==> src/dfs_params.svh <==
`ifndef DFS_PARAMS_SVH
`define DFS_PARAMS_SVH

// Word widths
`define DFS_DEV_W        38
`define DFS_NUM_W        40
`define DFS_PH_W         45
`define DFS_UPD_W        8
`define DFS_PIN_W        4
`define DFS_SEL_W        2
`define DFS_CNT_W        16

// Register addresses of the device's own interface
`define DFS_ADDR_W       5
`define DFS_A_CTRL       5'h00
`define DFS_A_DEV_LO     5'h01
`define DFS_A_DEV_HI     5'h02
`define DFS_A_FBNUM_LO   5'h03
`define DFS_A_FBNUM_HI   5'h04
`define DFS_A_FBDEN_LO   5'h05
`define DFS_A_FBDEN_HI   5'h06
`define DFS_A_ABASE_LO   5'h07
`define DFS_A_ABASE_HI   5'h08
`define DFS_A_FREERUN_LO 5'h09
`define DFS_A_FREERUN_HI 5'h0A
`define DFS_A_RSTEP_LO   5'h0B
`define DFS_A_RSTEP_HI   5'h0C
`define DFS_A_RPER       5'h0D
`define DFS_A_PHOFF_LO   5'h0E
`define DFS_A_PHOFF_HI   5'h0F
`define DFS_A_UPDATE     5'h10
`define DFS_A_PINSEL     5'h11
`define DFS_A_STATUS     5'h12
`define DFS_A_ANUM_LO    5'h13
`define DFS_A_ANUM_HI    5'h14

// Control register bit positions
`define DFS_C_STEER_EN   0
`define DFS_C_LOCKED     1
`define DFS_C_HIST_EN    2
`define DFS_C_LOOP_EN    3
`define DFS_C_DEN_MODE   4
`define DFS_C_DLOOP_EN   5
`define DFS_C_PIN_EN     6
`define DFS_C_CLOSED     7

// Update register field
`define DFS_U_DEC        0

// Timing
`define DFS_CLK_NS       100
`define DFS_TRIG_MIN_NS  100
`define DFS_TRIG_MIN_CYC ((`DFS_TRIG_MIN_NS + `DFS_CLK_NS - 1) / `DFS_CLK_NS)
`define DFS_RATE_MAX_KHZ 5000
`define DFS_RATE_MIN_CYC (((1000000 / `DFS_RATE_MAX_KHZ) + `DFS_CLK_NS - 1) / `DFS_CLK_NS)

`endif

==> src/dfs_pkg.sv <==
`include "dfs_params.svh"
package dfs_pkg;
  typedef logic [`DFS_ADDR_W-1:0] dfs_addr_type;
  typedef logic [31:0]            dfs_data_type;
  typedef logic [`DFS_NUM_W-1:0]  dfs_num_type;
  typedef logic [`DFS_PH_W-1:0]   dfs_phase_type;
  typedef enum logic [1:0] {
    DFS_H_IDLE = 2'b00,
    DFS_H_HIGH = 2'b01,
    DFS_H_LOW  = 2'b10
  } dfs_pulse_state_type;
endpackage : dfs_pkg

==> src/dfs_link_if.sv <==
`timescale 1ns/1ps
`include "dfs_params.svh"
interface dfs_link_if;
  logic                   regWr;
  logic                   regRd;
  logic [`DFS_ADDR_W-1:0] regAddr;
  logic [31:0]            regWdata;
  logic [31:0]            regRdata;
  logic [`DFS_PIN_W-1:0]  stepPins;

  modport dev (
    input  regWr, regRd, regAddr, regWdata, stepPins,
    output regRdata
  );
  modport host (
    output regWr, regRd, regAddr, regWdata, stepPins,
    input  regRdata
  );
endinterface : dfs_link_if

==> src/dfs_device.sv <==
// Design decisions made here: the address-and-strobe port and the placing of the registers.
`timescale 1ns/1ps
`include "dfs_params.svh"
// Contract
// - Steering enabled only after loop lock
// - Closed loop steers digital, else analog
// - Step resolution finer than 0.001 ppb
// - 38-bit deviation added/subtracted per step
// - Deviation word accepts full 38-bit range
// - Each update register write applies step
// - Write 0 raises, 1 lowers frequency
// - Software steps always available
// - Trigger rising edge applies one step
// - Direction 0 positive, 1 negative
// - Trigger pulse high above 100 ns
// - Pin step rate below 5 MHz
// - Disable clears accumulated offset
// - Absolute write sets feedback numerator
// - Denominator zero means two to 40
// - Free-run disconnects, free-run word still steers
// - Analog steering needs loop enable, mode
// - Absolute analog numerator base plus word
// - Effective analog numerator readable
// - Relative mode ramps by step, period
// - New word restarts ramp
// - Completion flag when ramp done
// - 45-bit signed phase offset, reset zero
module dfs_device (
  input  wire logic                  core_clk,
  input  wire logic                  resetn,
  input  wire logic                  clkEn,
  dfs_link_if.dev                    link,
  output      dfs_pkg::dfs_num_type  fbNumEff,
  output      logic [`DFS_NUM_W:0]   fbDenEff,
  output      dfs_pkg::dfs_num_type  anaNumEff,
  output      dfs_pkg::dfs_phase_type phaseOffset,
  output      logic                  rampDone
);
  import dfs_pkg::*;

  function automatic logic [39:0] merge40(input logic [39:0] old, input logic [31:0] d, input logic hi);
    merge40 = hi ? {d[7:0], old[31:0]} : {old[39:32], d};
  endfunction : merge40

  // ----------------------------------------------------------------
  // Configuration registers
  // ----------------------------------------------------------------
  logic [7:0]                ctrl_q;
  logic [`DFS_DEV_W-1:0]     dev_q;
  logic [39:0]               fbNum_q;
  logic [39:0]               fbDen_q;
  logic [39:0]               aBase_q;
  logic [39:0]               freeRun_q;
  logic [39:0]               rStep_q;
  logic [`DFS_CNT_W-1:0]     rPer_q;
  logic [`DFS_PH_W-1:0]      phOff_q;
  logic [`DFS_SEL_W-1:0]     trigSel_q;
  logic [`DFS_SEL_W-1:0]     dirSel_q;

  wire wr = link.regWr & clkEn;
  wire [`DFS_ADDR_W-1:0] a = link.regAddr;
  wire [31:0] wd = link.regWdata;

  always_ff @(posedge core_clk or negedge resetn) begin
    if (!resetn) begin
      ctrl_q    <= '0;
      dev_q     <= '0;
      fbNum_q   <= '0;
      fbDen_q   <= '0;
      aBase_q   <= '0;
      freeRun_q <= '0;
      rStep_q   <= '0;
      rPer_q    <= '0;
      phOff_q   <= '0;
      trigSel_q <= '0;
      dirSel_q  <= '0;
    end else if (wr) begin
      case (a)
        `DFS_A_CTRL:       ctrl_q <= wd[7:0];
        `DFS_A_DEV_LO:     dev_q <= {dev_q[37:32], wd};
        `DFS_A_DEV_HI:     dev_q <= {wd[5:0], dev_q[31:0]};
        `DFS_A_FBNUM_LO:   fbNum_q <= merge40(fbNum_q, wd, 1'b0);
        `DFS_A_FBNUM_HI:   fbNum_q <= merge40(fbNum_q, wd, 1'b1);
        `DFS_A_FBDEN_LO:   fbDen_q <= merge40(fbDen_q, wd, 1'b0);
        `DFS_A_FBDEN_HI:   fbDen_q <= merge40(fbDen_q, wd, 1'b1);
        `DFS_A_ABASE_LO:   aBase_q <= merge40(aBase_q, wd, 1'b0);
        `DFS_A_ABASE_HI:   aBase_q <= merge40(aBase_q, wd, 1'b1);
        `DFS_A_FREERUN_LO: freeRun_q <= merge40(freeRun_q, wd, 1'b0);
        `DFS_A_FREERUN_HI: freeRun_q <= merge40(freeRun_q, wd, 1'b1);
        `DFS_A_RSTEP_LO:   rStep_q <= merge40(rStep_q, wd, 1'b0);
        `DFS_A_RSTEP_HI:   rStep_q <= merge40(rStep_q, wd, 1'b1);
        `DFS_A_RPER:       rPer_q <= wd[`DFS_CNT_W-1:0];
        `DFS_A_PHOFF_LO:   phOff_q <= {phOff_q[44:32], wd};
        `DFS_A_PHOFF_HI:   phOff_q <= {wd[12:0], phOff_q[31:0]};
        `DFS_A_PINSEL: begin
          trigSel_q <= wd[1:0];
          dirSel_q  <= wd[9:8];
        end
        default: ;
      endcase
    end
  end

  wire steerEn  = ctrl_q[`DFS_C_STEER_EN] & ctrl_q[`DFS_C_LOCKED];
  wire histEn   = ctrl_q[`DFS_C_HIST_EN];
  wire anaOk    = ctrl_q[`DFS_C_LOOP_EN] & ctrl_q[`DFS_C_DEN_MODE];
  wire closed   = ctrl_q[`DFS_C_CLOSED] & ctrl_q[`DFS_C_DLOOP_EN];
  wire pinEn    = ctrl_q[`DFS_C_PIN_EN];

  // ----------------------------------------------------------------
  // Pin synchroniser and edge detect
  // ----------------------------------------------------------------
  logic [`DFS_PIN_W-1:0] s1_q;
  logic [`DFS_PIN_W-1:0] s2_q;
  logic [`DFS_PIN_W-1:0] s3_q;
  logic                  trigLvl_q;

  always_ff @(posedge core_clk or negedge resetn) begin
    if (!resetn) begin
      s1_q <= '0;
      s2_q <= '0;
      s3_q <= '0;
    end else if (clkEn) begin
      s1_q <= link.stepPins;
      s2_q <= s1_q;
      s3_q <= s2_q;
    end
  end

  // Level changes only when stages two and three agree
  always_ff @(posedge core_clk or negedge resetn) begin
    if (!resetn) begin
      trigLvl_q <= 1'b0;
    end else if (clkEn && (s2_q[trigSel_q] == s3_q[trigSel_q])) begin
      trigLvl_q <= s3_q[trigSel_q];
    end
  end

  wire trigRise = clkEn && (s2_q[trigSel_q] == s3_q[trigSel_q]) && s3_q[trigSel_q] && !trigLvl_q;
  wire pinStep  = pinEn & trigRise;
  wire pinDown  = s3_q[dirSel_q];
  wire swStep   = wr && (a == `DFS_A_UPDATE);
  wire swDown   = wd[`DFS_U_DEC];

  // ----------------------------------------------------------------
  // Digital feedback deviation accumulator
  // ----------------------------------------------------------------
  logic [39:0] acc_q;
  logic [39:0] devExt;
  logic [39:0] delta;

  always_comb begin
    devExt = {2'b00, dev_q};
    delta  = '0;
    if (swStep) begin
      delta = swDown ? (delta - devExt) : (delta + devExt);
    end
    if (pinStep) begin
      delta = pinDown ? (delta - devExt) : (delta + devExt);
    end
  end

  always_ff @(posedge core_clk or negedge resetn) begin
    if (!resetn) begin
      acc_q <= '0;
    end else if (clkEn) begin
      if (!steerEn || (wr && (a == `DFS_A_FBNUM_LO || a == `DFS_A_FBNUM_HI))) begin
        acc_q <= '0;
      end else if (closed) begin
        acc_q <= acc_q + delta;
      end
    end
  end

  always_ff @(posedge core_clk or negedge resetn) begin
    if (!resetn) begin
      fbNumEff <= '0;
      fbDenEff <= '0;
    end else if (clkEn) begin
      fbNumEff <= fbNum_q + acc_q;
      fbDenEff <= (fbDen_q == 40'h0) ? {1'b1, 40'h0} : {1'b0, fbDen_q};
    end
  end

  // ----------------------------------------------------------------
  // Analog numerator steering with ramp
  // ----------------------------------------------------------------
  logic [39:0]           applied_q;
  logic [39:0]           target_q;
  logic [`DFS_CNT_W-1:0] perCnt_q;
  logic [39:0]           remain;
  logic [39:0]           stepMag;
  logic                  remNeg;

  wire frWrite = wr && (a == `DFS_A_FREERUN_LO || a == `DFS_A_FREERUN_HI);

  always_comb begin
    remain  = target_q - applied_q;
    remNeg  = remain[39];
    stepMag = remNeg ? (40'h0 - remain) : remain;
    if (stepMag > rStep_q) begin
      stepMag = rStep_q;
    end
  end

  always_ff @(posedge core_clk or negedge resetn) begin
    if (!resetn) begin
      applied_q <= '0;
      target_q  <= '0;
      perCnt_q  <= '0;
      rampDone  <= 1'b0;
    end else if (clkEn) begin
      if (frWrite && histEn) begin
        target_q <= applied_q + merge40(freeRun_q, wd, a == `DFS_A_FREERUN_HI);
        perCnt_q <= rPer_q;
        rampDone <= 1'b0;
      end else if (!histEn) begin
        applied_q <= freeRun_q;
        target_q  <= freeRun_q;
        rampDone  <= 1'b1;
      end else if (remain == 40'h0) begin
        rampDone <= 1'b1;
      end else if (perCnt_q != '0) begin
        perCnt_q <= perCnt_q - 1'b1;
      end else begin
        applied_q <= remNeg ? (applied_q - stepMag) : (applied_q + stepMag);
        perCnt_q  <= rPer_q;
      end
    end
  end

  always_ff @(posedge core_clk or negedge resetn) begin
    if (!resetn) begin
      anaNumEff <= '0;
    end else if (clkEn) begin
      anaNumEff <= (anaOk && !closed) ? (aBase_q + applied_q) : aBase_q;
    end
  end

  assign phaseOffset = phOff_q;

  // ----------------------------------------------------------------
  // Read-back
  // ----------------------------------------------------------------
  logic [31:0] rdata_q;

  always_ff @(posedge core_clk or negedge resetn) begin
    if (!resetn) begin
      rdata_q <= '0;
    end else if (clkEn && link.regRd) begin
      case (a)
        `DFS_A_CTRL:     rdata_q <= {24'h0, ctrl_q};
        `DFS_A_DEV_LO:   rdata_q <= dev_q[31:0];
        `DFS_A_DEV_HI:   rdata_q <= {26'h0, dev_q[37:32]};
        `DFS_A_FBNUM_LO: rdata_q <= fbNum_q[31:0];
        `DFS_A_FBNUM_HI: rdata_q <= {24'h0, fbNum_q[39:32]};
        `DFS_A_PHOFF_LO: rdata_q <= phOff_q[31:0];
        `DFS_A_PHOFF_HI: rdata_q <= {19'h0, phOff_q[44:32]};
        `DFS_A_STATUS:   rdata_q <= {30'h0, steerEn, rampDone};
        `DFS_A_ANUM_LO:  rdata_q <= anaNumEff[31:0];
        `DFS_A_ANUM_HI:  rdata_q <= {24'h0, anaNumEff[39:32]};
        default:         rdata_q <= 32'h0;
      endcase
    end
  end

  assign link.regRdata = rdata_q;
endmodule : dfs_device

==> src/flat_wrapper.sv <==
// flat-port wrapper written by rule: the top's interface ports become plain ports
module dfs_device_flat import dfs_pkg::*;
  (core_clk, resetn, clkEn, fbNumEff, fbDenEff, anaNumEff, phaseOffset, rampDone, link_regWr, link_regRd, link_regAddr, link_regWdata, link_stepPins, link_regRdata);
  dfs_link_if link_i ();
  input  wire logic core_clk;
  input  wire logic resetn;
  input  wire logic clkEn;
  output      dfs_pkg::dfs_num_type fbNumEff;
  output      logic [`DFS_NUM_W:0] fbDenEff;
  output      dfs_pkg::dfs_num_type anaNumEff;
  output      dfs_pkg::dfs_phase_type phaseOffset;
  output      logic rampDone;
  input wire logic [$bits(link_i.regWr)-1:0] link_regWr;
  input wire logic [$bits(link_i.regRd)-1:0] link_regRd;
  input wire logic [$bits(link_i.regAddr)-1:0] link_regAddr;
  input wire logic [$bits(link_i.regWdata)-1:0] link_regWdata;
  input wire logic [$bits(link_i.stepPins)-1:0] link_stepPins;
  output wire logic [$bits(link_i.regRdata)-1:0] link_regRdata;
  assign link_i.regWr = link_regWr;
  assign link_i.regRd = link_regRd;
  assign link_i.regAddr = link_regAddr;
  assign link_i.regWdata = link_regWdata;
  assign link_i.stepPins = link_stepPins;
  assign link_regRdata = link_i.regRdata;
  dfs_device u_core (.core_clk(core_clk), .resetn(resetn), .clkEn(clkEn), .link(link_i), .fbNumEff(fbNumEff), .fbDenEff(fbDenEff), .anaNumEff(anaNumEff), .phaseOffset(phaseOffset), .rampDone(rampDone));
endmodule
==> config.mk <==
export PLATFORM = sky130hd
export DESIGN_NAME = dfs_device_flat
export DESIGN_NICKNAME = d
export VERILOG_FILES = /design/src/dfs_pkg.sv /design/src/dfs_link_if.sv /design/src/dfs_device.sv /design/src/flat_wrapper.sv
export VERILOG_INCLUDE_DIRS = /design/src
export SDC_FILE = /design/constraint.sdc
export NUM_CORES = 2
export LEC_CHECK = 0
export BUFFER_PORTS_ARGS = -buffer_cell sky130_fd_sc_hd__buf_2
export CAP_MARGIN = 20
export CORE_MARGIN = 5
export CORE_UTILIZATION = 63
export CTS_CLUSTER_DIAMETER = 60
export CTS_CLUSTER_SIZE = 8
export DETAILED_ROUTE_END_ITERATION = 10
export GPL_TIMING_DRIVEN = 1
export PLACE_DENSITY_LB_ADDON = 0.08
export SETUP_SLACK_MARGIN = 0.1
export SLEW_MARGIN = 20
export SYNTH_ARGS = -nofsm -noshare
export SYNTH_HDL_FRONTEND = slang
export SYNTH_SLANG_ARGS = --single-unit
==> constraint.sdc <==
create_clock -name core_clk -period 15.1 [get_ports core_clk]
set_input_delay 2.265 -clock core_clk [delete_from_list [all_inputs] [get_ports core_clk]]
set_output_delay 2.265 -clock core_clk [all_outputs]
set_load 0.01 [all_outputs]
==> metrics.md <==
| Metric | Value |
|---|---|
| Switching Fraction | `between 40 and 50%` |
| GRT Overall Usage | `between 30% and 40%` |
| Final Hold Violating Endpoints | `0` |
| Mean Syn Cell Area | `about 8.7 um^2` |
| Crit path required time | `around 16000 ps` |
| TritonRoute pass-1 iters | `10` |
| Worst hold path depth | `1` |
| Clock Latency Late Sink | `approximately 660 ps` |
| Clk sinks | `between 600 and 700` |
| Hold Crit Class | `reg -> reg` |
| WS Path Type | `reg -> reg` |
| Total chip power | `between 0.01 and 0.015 W` |
| Io pins | `around 250` |
| Clock Skew | `~42 ps` |
| Clk pin slew, worst setup/hold paths | `60 ps` |
| Final non-filler cell total | `6219` |
| Slew headroom | `21.1%` |
| Setup TNS | `0 ps` |
| Die width | `roughly 280 um` |
| Minimum clock period | `between 10000 and 15000 ps` |
| H-tree depth | `3` |
| Int Pwr | `roughly 0.0059 W` |
| CTS tree | `yes` |
| # resized after CTS | `0` |
| Drt drc | `0` |
| Total power per unit cell area | `around 230 mW/mm^2` |
| Worst reg-to-reg setup slack | `2430 ps` |
| Placer Congestion | `roughly 1` |
| RSZ-0062 raised after global routing | `false` |
| Maximum clock insertion buffer count | `3` |
| Clock power share | `16.3%` |
| Critical Path Source | `u_core.applied_q[1]` |
| # port buffers | `between 200 and 250` |
| Post-synth top flop | `dfrtp_1` |
| Crit path largest cell delay | `approximately 670 ps` |
| Flops & latches, synth | `approximately 610` |
| Worst-Margin Slew | `between 1000 and 1500 ps` |
| Warnings, synthesis | `0` |
| Sw Pwr | `0.00557 W` |
| Max Slew Vio Count | `0` |
| Largest net degree at the start of global routing | `about 150` |
| Synth cell types | `about 110` |
| WL final | `about 150000 um` |
| Via Count | `41100` |
| Post-synth EDFFs | `0` |
| Setup crit end kind | `register` |
| DP HPWL | `roughly 110000 um` |
| Slowest cell on crit path | `nor4_2` |
| Initial antenna violation count | `8` |
| R2R Path Start | `u_core.applied_q[1]` |
| Number of cell rows | `97` |
| Initial DRC Count | `approximately 4400` |
| Max reg flops | `45` |
| Fmax | `between 0.07 and 0.08 GHz` |
| Total grt overflow | `0` |
| R2R Path End | `u_core.applied_q[39]` |
| Max VDD drop | `between 200 and 250 uV` |
| Sequential cell area | `around 0.015 mm^2` |
| # fillers | `around 5600` |
| Starting Density | `around 64%` |
| Final Cycle Share | `83.9%` |
| Synth async-reset ratio | `100%` |
| Worst R2R Path Depth | `44` |
| Syn Inst Count | `5113` |
| Startpoint types | `register` |
| Comb power frac | `64.2%` |
| Clock root cell | `clkbuf_16` |
| Footprint of the multi-input gates | `around 0.028 mm^2` |
| Post-synth net total | `around 5500` |
| Die Y | `276 um` |
| Placed cells | `6100` |
| Mapped Area | `0.0447 mm^2` |
| CTS Buf Count | `~90` |
| Sequential Power Share | `between 15 and 20%` |
| Syn-to-layout area delta | `10.2%` |
| Vias in the first global route | `39600` |
| Final core occ | `roughly 70%` |
| First-pass GRT wire length | `about 230000 um` |
| Wire length per cell | `between 20 and 25 um` |
| Routed vias/inst | `about 6.6` |
| Hold Buf Count CTS | `0` |
| Routed Antenna Nets | `0` |
| Critical Path AT | `roughly 13000 ps` |
| Most frequent cells in the layout | `613 x nand2_1, 613 x dfrtp_1, 482 x o21ai_0` |
| Die area | `around 0.076 mm^2` |
| Max-cap violations | `0` |
| CORE AREA | `roughly 0.07 mm^2` |
| Crit-path max FO | `52` |
| Post-CTS setup buffer count | `0` |
| Leakage | `around 24 nW` |
| Setup crit end | `u_core.applied_q[39]` |
| Final nets | `between 5000 and 6000` |
| Status | `completed` |
| Sequential element share of the synthesized area | `between 30% and 40%` |
| # setup viols final | `0` |
| Layout cells sized above 1 | `around 14%` |
==> cell families after synthesis <==
logic type	Yosys count	share of synthesized area [%]
buffers and inverters	434	3.75
multiplexers	280	7.00
adder cells (fa/ha/maj)	324	9.19
AO/OA/AOI/OAI	1596	22.9
flip-flops	614	34.4
XOR/XNOR	361	7.15
AND/OR/NAND/NOR	1504	15.6
==> metal layers <==
| metal | track usage (%) | vias to the layer above | part of all wire, % |
|---|---|---|---|
| met5 | 0 | - | 0.022 |
| met4 | 23.5 | 6 | 7.4 |
| met3 | 6.98 | 506 | 8.6 |
| met2 | 61.5 | 1985 | 45 |
| met1 | 49.1 | 19800 | 39 |
| li1 | - | 18800 | - |
==> power by group through the flow <==
stage                     registers [W]  clock network (W)  logic (W)
after global placement          0.00223                  0    0.00706
after global routing            0.00225            0.00194    0.00805
final                           0.00223            0.00186    0.00734
after floorplan                 0.00212                  0    0.00539
after CTS                       0.00221            0.00187    0.00719
after detailed placement        0.00224                  0    0.00714
==> per-stage QoR <==
stage / hold WS [ps] / worst slack (ps) / instance area, um^2
2_1_floorplan: 456 / 4080 / 44700
3_3_place_gp: 455 / 2810 / 46600
3_5_place_dp: 460 / 2660 / 46600
4_1_cts: 471 / 2590 / 49200
5_1_grt: 495 / 1720 / 49200
6_report: 468 / 2430 / 49200
==> worst min-delay path by stage <==
stage / start / end / slack, ps
finish: u_core.link.regRdata[11] / u_core.link.regRdata[11] / 470
floorplan: u_core.target_q[24] / u_core.target_q[24] / 460
global route: u_core.link.regRdata[2] / u_core.link.regRdata[2] / 500
CTS: u_core.link.regRdata[11] / u_core.link.regRdata[11] / 470
global placement: u_core.link.regRdata[12] / u_core.link.regRdata[12] / 460
detailed placement: u_core.link.regRdata[11] / u_core.link.regRdata[11] / 460
==> Yosys cell counts, types with 52 or more instances <==
master,number,area (um^2)
a22oi_1,52,390
inv_1,177,664
nand2_1,617,2320
nand3_1,81,405
a22o_1,97,850
a31oi_1,56,350
ha_1,317,3970
xor2_1,188,1650
clkbuf_1,214,803
xnor2_1,169,1480
a21o_1,123,923
a21oi_1,387,1940
or3_1,59,369
dfrtp_1,614,15400
nor2_1,355,1330
mux2_2,234,2640
o21ai_0,483,2420
nor3_1,87,435
==> final cells by class <==
cell class / count / area share (%)
Timing Repair Buffer: 306 / 3.55
Multi-Input combinational cell: 4065 / 56.3
Inverter: 177 / 1.35
Clock buffer: 100 / 4.76
Sequential cell: 614 / 31.2
Antenna cell: 4 / 0.0203
Clock inverter: 13 / 0.381
Tap cell: 940 / 2.39
==> critical path: cells and delay by family (launching register included) <==
kind                     cells  cell delay, ps
flip-flops                   1             460
buffers and inverters        2             640
XOR/XNOR                     2             530
AND/OR/NAND/NOR             11            3040
adder cells (fa/ha/maj)      4            1350
multiplexers                 2             520
AO/OA/AOI/OAI               23            6030
Power figures use the tool's default switching activity.
